===== src/shared/iecd_cfg.svh =====
`ifndef IECD_CFG_SVH
`define IECD_CFG_SVH

// widths
`define IECD_DW 8
`define IECD_PCW 15
`define IECD_FAW 7
`define IECD_RAW 4
`define IECD_LATW 7

// register offsets
`define IECD_REG_ACC 4'h0
`define IECD_REG_STATUS 4'h1
`define IECD_REG_LATCH 4'h2
`define IECD_REG_PC_LO 4'h3
`define IECD_REG_PC_HI 4'h4
`define IECD_REG_WDT 4'h5

// status field positions
`define IECD_ST_Z 2
`define IECD_ST_PD_N 3
`define IECD_ST_TO_N 4

// reset values
`define IECD_PC_RST 15'h0000
`define IECD_ACC_RST 8'h00
`define IECD_LAT_RST 7'h00
`define IECD_ZERO8 8'h00
`define IECD_ONE15 15'h0001
`define IECD_TWO15 15'h0002

// watchdog timing counts
`define IECD_WDT_PRE_MAX 8'hFF
`define IECD_WDT_CNT_MAX 8'hFF

`endif


===== src/shared/iecd_pkg.sv =====
package iecd_pkg;

    // instruction selector
    typedef enum logic [2:0] {
        OP_NOP = 3'h0,
        OP_ACC_CALL = 3'h1,
        OP_FILE_ZERO = 3'h2,
        OP_ACC_ZERO = 3'h3,
        OP_WDT_CLEAR = 3'h4,
        OP_FILE_INVERT = 3'h5,
        OP_FILE_DEC = 3'h6,
        OP_DEC_SKIP = 3'h7
    } iecd_op_e;

    // execution phase, one-hot
    typedef enum logic [1:0] {
        ST_RUN = 2'h1,
        ST_SECOND = 2'h2
    } iecd_state_e;

    typedef logic [7:0] iecd_byte_t;
    typedef logic [14:0] iecd_pc_t;

endpackage


===== src/design/iecd_alu.sv =====
`timescale 1ns/100ps
`include "iecd_cfg.svh"

module iecd_alu #(
    parameter int WIDTH = `IECD_DW
) (
    input wire iecd_pkg::iecd_op_e op, // selected operation
    input wire logic [WIDTH-1:0] operand, // file register value
    output logic [WIDTH-1:0] result, // computed value
    output logic zero // result is zero
);

    // complement or decrement of the file operand
    always_comb begin
        case (op)
            iecd_pkg::OP_FILE_INVERT: result = ~operand;
            iecd_pkg::OP_FILE_DEC: result = operand - 1'b1;
            iecd_pkg::OP_DEC_SKIP: result = operand - 1'b1;
            default: result = operand;
        endcase
        zero = (result == '0);
    end

endmodule


===== src/design/iecd_wdt.sv =====
`timescale 1ns/100ps
`include "iecd_cfg.svh"

module iecd_wdt (
    input wire logic sys_clk, // core clock
    input wire logic reset, // sync reset, high
    input wire logic clear, // restart period
    output logic [7:0] count, // counter value
    output logic timeout // expiry pulse
);

    typedef struct packed {
        logic [7:0] pre;
        logic [7:0] cnt;
        logic tmo;
    } iecd_wdt_s;

    iecd_wdt_s q;
    iecd_wdt_s d;

    // prescaler then counter, wrap gives timeout
    always_comb begin
        d = q;
        d.tmo = 1'b0;
        if (clear) begin
            d.pre = `IECD_ZERO8;
            d.cnt = `IECD_ZERO8;
        end else if (q.pre == `IECD_WDT_PRE_MAX) begin
            d.pre = `IECD_ZERO8;
            if (q.cnt == `IECD_WDT_CNT_MAX) begin
                d.cnt = `IECD_ZERO8;
                d.tmo = 1'b1;
            end else begin
                d.cnt = q.cnt + 8'h01;
            end
        end else begin
            d.pre = q.pre + 8'h01;
        end
    end

    // state register
    always_ff @(posedge sys_clk) begin
        if (reset) begin
            q <= '0;
        end else begin
            q <= d;
        end
    end

    assign count = q.cnt;
    assign timeout = q.tmo;

endmodule


===== src/design/iecd_top.sv =====
// Our own choices: the placing of the registers and strobed register access.
`timescale 1ns/100ps
`include "iecd_cfg.svh"

module iecd_top (
    input wire logic sys_clk, // core instruction clock
    input wire logic reset, // sync reset, high
    // instruction issue
    input wire logic instr_valid, // instruction present
    input wire iecd_pkg::iecd_op_e instr_op, // decoded operation
    input wire logic [6:0] instr_faddr, // file address
    input wire logic instr_dest, // 0 acc, 1 file
    input wire logic [7:0] file_rdata, // addressed file value
    input wire logic sleep_entry, // core enters sleep
    output logic instr_ready, // instruction taken
    output logic flush, // fetched word discarded
    // file register write
    output logic file_we, // write strobe
    output logic [6:0] file_waddr, // write address
    output logic [7:0] file_wdata, // write data
    // return stack push
    output logic stack_push, // push strobe
    output logic [14:0] stack_data, // return address
    // core state
    output logic [14:0] pc, // program counter
    output logic [7:0] acc, // accumulator
    output logic zero_flag, // result null flag
    output logic expiry_status_n, // low after timeout
    output logic sleep_status_n, // low after sleep
    // register port
    input wire logic [3:0] reg_addr, // register offset
    input wire logic [7:0] reg_wdata, // write data
    input wire logic reg_we, // write strobe
    input wire logic reg_re, // read strobe
    output logic [7:0] reg_rdata // read data, next cycle
);

    typedef struct packed {
        iecd_pkg::iecd_state_e state;
        logic ready;
        logic flush;
        logic [14:0] pc;
        logic [7:0] acc;
        logic [6:0] latch;
        logic z;
        logic to_n;
        logic pd_n;
        logic fwe;
        logic [6:0] fwa;
        logic [7:0] fwd;
        logic push;
        logic [14:0] push_data;
        logic wdt_clr;
        logic [7:0] rdata;
    } iecd_top_s;

    iecd_top_s q;
    iecd_top_s d;

    logic [7:0] alu_res;
    logic alu_zero;
    logic [7:0] wdt_count;
    logic wdt_timeout;
    logic take;
    logic [14:0] pc_inc;
    logic [7:0] st_byte;

    // file operand arithmetic
    iecd_alu #(
        .WIDTH(`IECD_DW)
    ) u_alu (
        .op(instr_op),
        .operand(file_rdata),
        .result(alu_res),
        .zero(alu_zero)
    );

    // watchdog counter and prescaler
    iecd_wdt u_wdt (
        .sys_clk(sys_clk),
        .reset(reset),
        .clear(q.wdt_clr),
        .count(wdt_count),
        .timeout(wdt_timeout)
    );

    // accept only in run phase with ready
    assign take = instr_valid && q.ready &&
                  (q.state == iecd_pkg::ST_RUN);
    assign pc_inc = q.pc + `IECD_ONE15;

    // status byte image
    always_comb begin
        st_byte = `IECD_ZERO8;
        st_byte[`IECD_ST_Z] = q.z;
        st_byte[`IECD_ST_PD_N] = q.pd_n;
        st_byte[`IECD_ST_TO_N] = q.to_n;
    end

    // next state: register port, execution, then events
    always_comb begin
        d = q;
        d.fwe = 1'b0;
        d.push = 1'b0;
        d.flush = 1'b0;
        d.wdt_clr = 1'b0;
        d.rdata = `IECD_ZERO8;
        d.ready = 1'b1;
        // register reads answer one cycle later
        if (reg_re) begin
            case (reg_addr)
                `IECD_REG_ACC: d.rdata = q.acc;
                `IECD_REG_STATUS: d.rdata = st_byte;
                `IECD_REG_LATCH: d.rdata = {1'b0, q.latch};
                `IECD_REG_PC_LO: d.rdata = q.pc[7:0];
                `IECD_REG_PC_HI: d.rdata = {1'b0, q.pc[14:8]};
                `IECD_REG_WDT: d.rdata = wdt_count;
                default: d.rdata = `IECD_ZERO8;
            endcase
        end
        // register writes, overridden by instructions
        if (reg_we) begin
            case (reg_addr)
                `IECD_REG_ACC: d.acc = reg_wdata;
                `IECD_REG_STATUS: d.z = reg_wdata[`IECD_ST_Z];
                `IECD_REG_LATCH: d.latch = reg_wdata[6:0];
                `IECD_REG_PC_LO: d.pc[7:0] = reg_wdata;
                `IECD_REG_PC_HI: d.pc[14:8] = reg_wdata[6:0];
                default: d.latch = d.latch;
            endcase
        end
        case (q.state)
            iecd_pkg::ST_RUN: begin
                if (take) begin
                    d.pc = pc_inc;
                    case (instr_op)
                        iecd_pkg::OP_ACC_CALL: begin
                            d.push = 1'b1;
                            d.push_data = pc_inc;
                            d.pc = {q.latch, q.acc};
                            d.state = iecd_pkg::ST_SECOND;
                            d.ready = 1'b0;
                        end
                        iecd_pkg::OP_FILE_ZERO: begin
                            d.fwe = 1'b1;
                            d.fwa = instr_faddr;
                            d.fwd = `IECD_ZERO8;
                            d.z = 1'b1;
                        end
                        iecd_pkg::OP_ACC_ZERO: begin
                            d.acc = `IECD_ZERO8;
                            d.z = 1'b1;
                        end
                        iecd_pkg::OP_WDT_CLEAR: begin
                            d.wdt_clr = 1'b1;
                            d.to_n = 1'b1;
                            d.pd_n = 1'b1;
                        end
                        iecd_pkg::OP_FILE_INVERT,
                        iecd_pkg::OP_FILE_DEC: begin
                            if (instr_dest) begin
                                d.fwe = 1'b1;
                                d.fwa = instr_faddr;
                                d.fwd = alu_res;
                            end else begin
                                d.acc = alu_res;
                            end
                            d.z = alu_zero;
                        end
                        iecd_pkg::OP_DEC_SKIP: begin
                            if (instr_dest) begin
                                d.fwe = 1'b1;
                                d.fwa = instr_faddr;
                                d.fwd = alu_res;
                            end else begin
                                d.acc = alu_res;
                            end
                            if (alu_zero) begin
                                // next word runs as a no-operation
                                d.pc = q.pc + `IECD_TWO15;
                                d.flush = 1'b1;
                                d.state = iecd_pkg::ST_SECOND;
                                d.ready = 1'b0;
                            end else begin
                                d.pc = pc_inc;
                            end
                        end
                        default: begin
                            d.pc = pc_inc;
                        end
                    endcase
                end
            end
            iecd_pkg::ST_SECOND: begin
                // bubble cycle, presented word is ignored
                d.state = iecd_pkg::ST_RUN;
                d.ready = 1'b1;
            end
            default: begin
                d.state = iecd_pkg::ST_RUN;
            end
        endcase
        // hardware events win over a same-cycle watchdog clear
        if (wdt_timeout) begin
            d.to_n = 1'b0;
        end
        if (sleep_entry) begin
            d.pd_n = 1'b0;
        end
    end

    // state register
    always_ff @(posedge sys_clk) begin
        if (reset) begin
            q.state <= iecd_pkg::ST_RUN;
            q.ready <= 1'b1;
            q.flush <= 1'b0;
            q.pc <= `IECD_PC_RST;
            q.acc <= `IECD_ACC_RST;
            q.latch <= `IECD_LAT_RST;
            q.z <= 1'b0;
            q.to_n <= 1'b1;
            q.pd_n <= 1'b1;
            q.fwe <= 1'b0;
            q.fwa <= 7'h00;
            q.fwd <= `IECD_ZERO8;
            q.push <= 1'b0;
            q.push_data <= `IECD_PC_RST;
            q.wdt_clr <= 1'b0;
            q.rdata <= `IECD_ZERO8;
        end else begin
            q <= d;
        end
    end

    // outputs straight from the state register
    assign instr_ready = q.ready;
    assign flush = q.flush;
    assign file_we = q.fwe;
    assign file_waddr = q.fwa;
    assign file_wdata = q.fwd;
    assign stack_push = q.push;
    assign stack_data = q.push_data;
    assign pc = q.pc;
    assign acc = q.acc;
    assign zero_flag = q.z;
    assign expiry_status_n = q.to_n;
    assign sleep_status_n = q.pd_n;
    assign reg_rdata = q.rdata;

endmodule


===== config.mk =====
export PLATFORM = sky130hd
export DESIGN_NAME = iecd_top
export DESIGN_NICKNAME = d
export VERILOG_FILES = /design/src/shared/iecd_pkg.sv /design/src/design/iecd_alu.sv /design/src/design/iecd_wdt.sv /design/src/design/iecd_top.sv
export VERILOG_INCLUDE_DIRS = /design/src /design/src/shared
export SDC_FILE = /design/constraint.sdc
export NUM_CORES = 1
export LEC_CHECK = 0
export ABC_AREA = 1
export BUFFER_PORTS_ARGS = -buffer_cell sky130_fd_sc_hd__buf_2
export CAP_MARGIN = 20
export CORE_UTILIZATION = 40
export CTS_CLUSTER_DIAMETER = 50
export DETAILED_ROUTE_END_ITERATION = 10
export PLACE_DENSITY = 0.63
export REMOVE_ABC_BUFFERS = 1
export SKIP_LAST_GASP = 1
export SLEW_MARGIN = 20
export SYNTH_ARGS = -nofsm -noshare
export SYNTH_HDL_FRONTEND = slang
export SYNTH_SLANG_ARGS = --single-unit
export TNS_END_PERCENT = 30

===== constraint.sdc =====
create_clock -name sys_clk -period 1.8 [get_ports sys_clk]
set_input_delay 0.18 -clock sys_clk [delete_from_list [all_inputs] [get_ports sys_clk]]
set_output_delay 0.18 -clock sys_clk [all_outputs]
set_load 0.02 [all_outputs]

==> results.tsv <==
metric	value	unit
tritoncts	yes	
worst_hold_path_type	input port to flip-flop	
synth_edf_count	0	
hold_ws	0.03291	ns
routed_wl	17140	um
postRouteAntennaNets	0	
gp_congestion	0.9018	
p_per_area	749.6	mW/mm2
setup_viol	0	
netlist_area	0.005916	mm2
yosysSeqAreaShare	32.15	%
syn_inst	834	
io_buffers	104	
crit_slowest_cell	dfxtp_4	
die_w	123.6	um
cts_num_sinks	95	
grt_usage	23.46	%
fin_crit_sh	93.80	%
slew_headroom	60.89	%
core-area	0.01448	mm2
post-place-ws	-0.03240	ns
grt_max_degree	37	
grt_pass1_vias	5186	
worst_setup_path_end_kind	flip-flop	
p_leak	0.003235	uW
overflow	0	
wire_per_inst	15.24	um
ys.flop_type	dfxtp_1	
grtUsageMet3	5.357	%
clock_path_buffers	2	
grt_setup_unrepaired	true	
synth_cell_type_count	46	
vias	5687	
clock_skew	0.006703	ns
ctsRootBufferMaster	clkbuf_16	
final_cell_area	0.007121	mm2
async_reset_ff_share	0	%
crit_path_frequent_cell	inv_1	
drt_iter0_drc	399	
drive_gt1_share	30.82	%
slowest_delay	0.38	ns
hpwl	13060	um
h-tree-depth	3	
die_area	0.01528	mm2
use_met2	35.73	%
ys_seq_elements	95	
numCtsBuffers	9	
rows	44	
critPathKind	flip-flop to flip-flop	
antennaDiodeCount	0	
cp_max_fo	4	
nets	978	
fmax	592.3	MHz
ys_warn_count	0	
arrival	1.99	ns
cp_cell_sequence	ha_2 -> nand3_2 -> nor3_2 -> buf_4 -> xor2_1 -> inv_1 -> o221ai_2 -> inv_1 -> a21oi_2	
setup_slack	0.1116	ns
io_pins	105	
r2r_slack	0.11	ns
hold_viol_final	0	
clkTransAtPathRegs	0.07	ns
remaining_drc_errors	0	
period_minus_slack	1.688	ns
start_util	40.86	%
clk_latency	0.37	ns
vdd_drop_max	0.5761	mV
via_per_inst	5.055	
placed_area	0.006684	mm2
crit_path_start_kind	flip-flop	
antenna_found_initial	0	
maxCapViolCount	0	
finalMaxSlewViolations	0	
busiest_layer	met2	
die-height	123.6	um
tightestPinTransition	0.5719	ns
avgSynthCellArea	7.093	um2
cp.required	2.11	ns
first_pass_iters	5	
status	complete, no violations	
grt_pass1_wl	26940	um
area_growth	20.37	%
grt.met1_usage	32.51	%
## routing by layer
metal / vias to the layer above / share of wire, %
met2: 182 / 44
met1: 2605 / 48
met3: 18 / 6.5
met4: 0 / 1.5
met5: - / 0
li1: 2882 / -
## kinds of logic (layout without fill, tap and decap cells)
kind of cell | Yosys count | in the layout | synth area share [%]
buffers and inverters | 194 | 301 | 17.05
AOI/OAI and AO/OA | 166 | 166 | 16.67
xor gates and xnor gates | 26 | 26 | 3.976
DFF | 95 | 95 | 32.15
muxes | 3 | 3 | 0.5710
and+or+nand+nor | 345 | 345 | 28.53
adders and majority gates | 5 | 5 | 1.058
## power breakdown
group	switching, uW	total, uW	internal, uW
registers	64.4	2240	2180
logic	652	1040	387
clock network	946	2060	1110
total	1660	5340	3680
## worst max-delay path, delay by kind of cell (launching register included)
kind                     cells  cell delay (ns)
buffers and inverters        3             0.33
AO/OA/AOI/OAI                2             0.27
AND/OR/NAND/NOR              2             0.28
XOR/XNOR                     1             0.17
adder cells (fa/ha/maj)      1             0.20
flip-flops                   1             0.38
## final timing paths
kind / start / to / cells after the start
setup / recovery: pc[1]$_SDFF_PP0_ / pc[8]$_SDFF_PP0_ / 9
hold / removal: instr_faddr[3] / file_waddr[3]$_SDFFE_PP0P_ / 3
hold reg to reg: u_wdt.timeout$_SDFF_PP0_ / expiry_status_n$_SDFFE_PP1P_ / 1
setup reg to reg: pc[1]$_SDFF_PP0_ / pc[8]$_SDFF_PP0_ / 9
## what timing repair did
| action | in CTS | in global routing |
|---|---|---|
| setup endpoints to repair | 3 | 47 |
| cloned | 0 | 0 |
| pin swaps | 0 | 4 |
| hold buffers | 1 | 0 |
| endpoints found under the hold margin | 1 | 0 |
| gates resized for setup | 1 | 26 |
| buffers inserted | 0 | 1 |
## cells in the mapped netlist (7+ instances only)
| master | count | area share, % |
|---|---|---|
| nand3_1 | 55 | 4.7 |
| a21oi_1 | 52 | 4.4 |
| nor2_1 | 75 | 4.8 |
| nand2_2 | 16 | 1.7 |
| inv_1 | 97 | 6.2 |
| nor3_1 | 13 | 1.1 |
| o22ai_1 | 17 | 1.8 |
| clkbuf_1 | 12 | 0.76 |
| a21oi_2 | 10 | 1.5 |
| o211ai_1 | 19 | 2.4 |
| xor2_1 | 23 | 3.4 |
| o21ai_0 | 51 | 4.3 |
| nand3_2 | 16 | 2.7 |
| dfxtp_1 | 95 | 32 |
| nand2_1 | 139 | 8.8 |
| nand4_1 | 7 | 0.74 |
| buf_4 | 63 | 8.0 |
## metrics by stage
| stage | utilization [%] | power, uW | TNS, ns | std cells |
|---|---|---|---|---|
| 6_report | 49.18 | 5338 | 0 | 1125 |
| 3_5_place_dp | 46.16 | 3301 | -0.1280 | 1107 |
| 5_1_grt | 49.18 | 5573 | -0.2060 | 1125 |
| 3_3_place_gp | 46.16 | 3297 | -0.002092 | 1107 |
| 4_1_cts | 48.39 | 5360 | -0.05614 | 1124 |
| 2_1_floorplan | - | 2851 | -13.40 | 746 |
## layout by cell type (no fill, tap or decap), types with 5 or more instances in the layout
cell type | netlist | final
nand2_1 | 139 | 137
buf_2 | 6 | 104
inv_1 | 97 | 96
dfxtp_1 | 95 | 93
nor2_1 | 75 | 69
buf_4 | 63 | 68
a21oi_1 | 52 | 52
o21ai_0 | 51 | 51
nand3_1 | 55 | 50
xor2_1 | 23 | 21
nand3_2 | 16 | 21
o211ai_1 | 19 | 19
nand2_2 | 16 | 18
o22ai_1 | 17 | 17
nor3_1 | 13 | 11
nor2_2 | 5 | 10
a21oi_2 | 10 | 10
clkbuf_16 | 0 | 9
nand4_1 | 7 | 7
inv_2 | 6 | 7
buf_12 | 0 | 6
nor2_4 | 4 | 5
## flip-flops by register name, indices dropped and copies added (netlist names)
name             cells
pc                  15
stack_data          15
q                   10
acc                  8
file_wdata           8
reg_rdata            8
u_wdt.count          8
u_wdt.q              8
file_waddr           7
expiry_status_n      1
file_we              1
flush                1
instr_ready          1
sleep_status_n       1
stack_push           1
u_wdt.timeout        1
zero_flag            1
## layout make-up
cell class | instances | area [um2]
sequential | 95 | 1907
fill | 1471 | 7358
clock buffer | 9 | 225.2
tap | 184 | 230.2
multi-input combinational | 545 | 3112
timing repair buffer | 179 | 1161
clock inverter | 7 | 85.08
inverter | 106 | 400.4
Note: power is estimated with default switching activity, not from simulation.
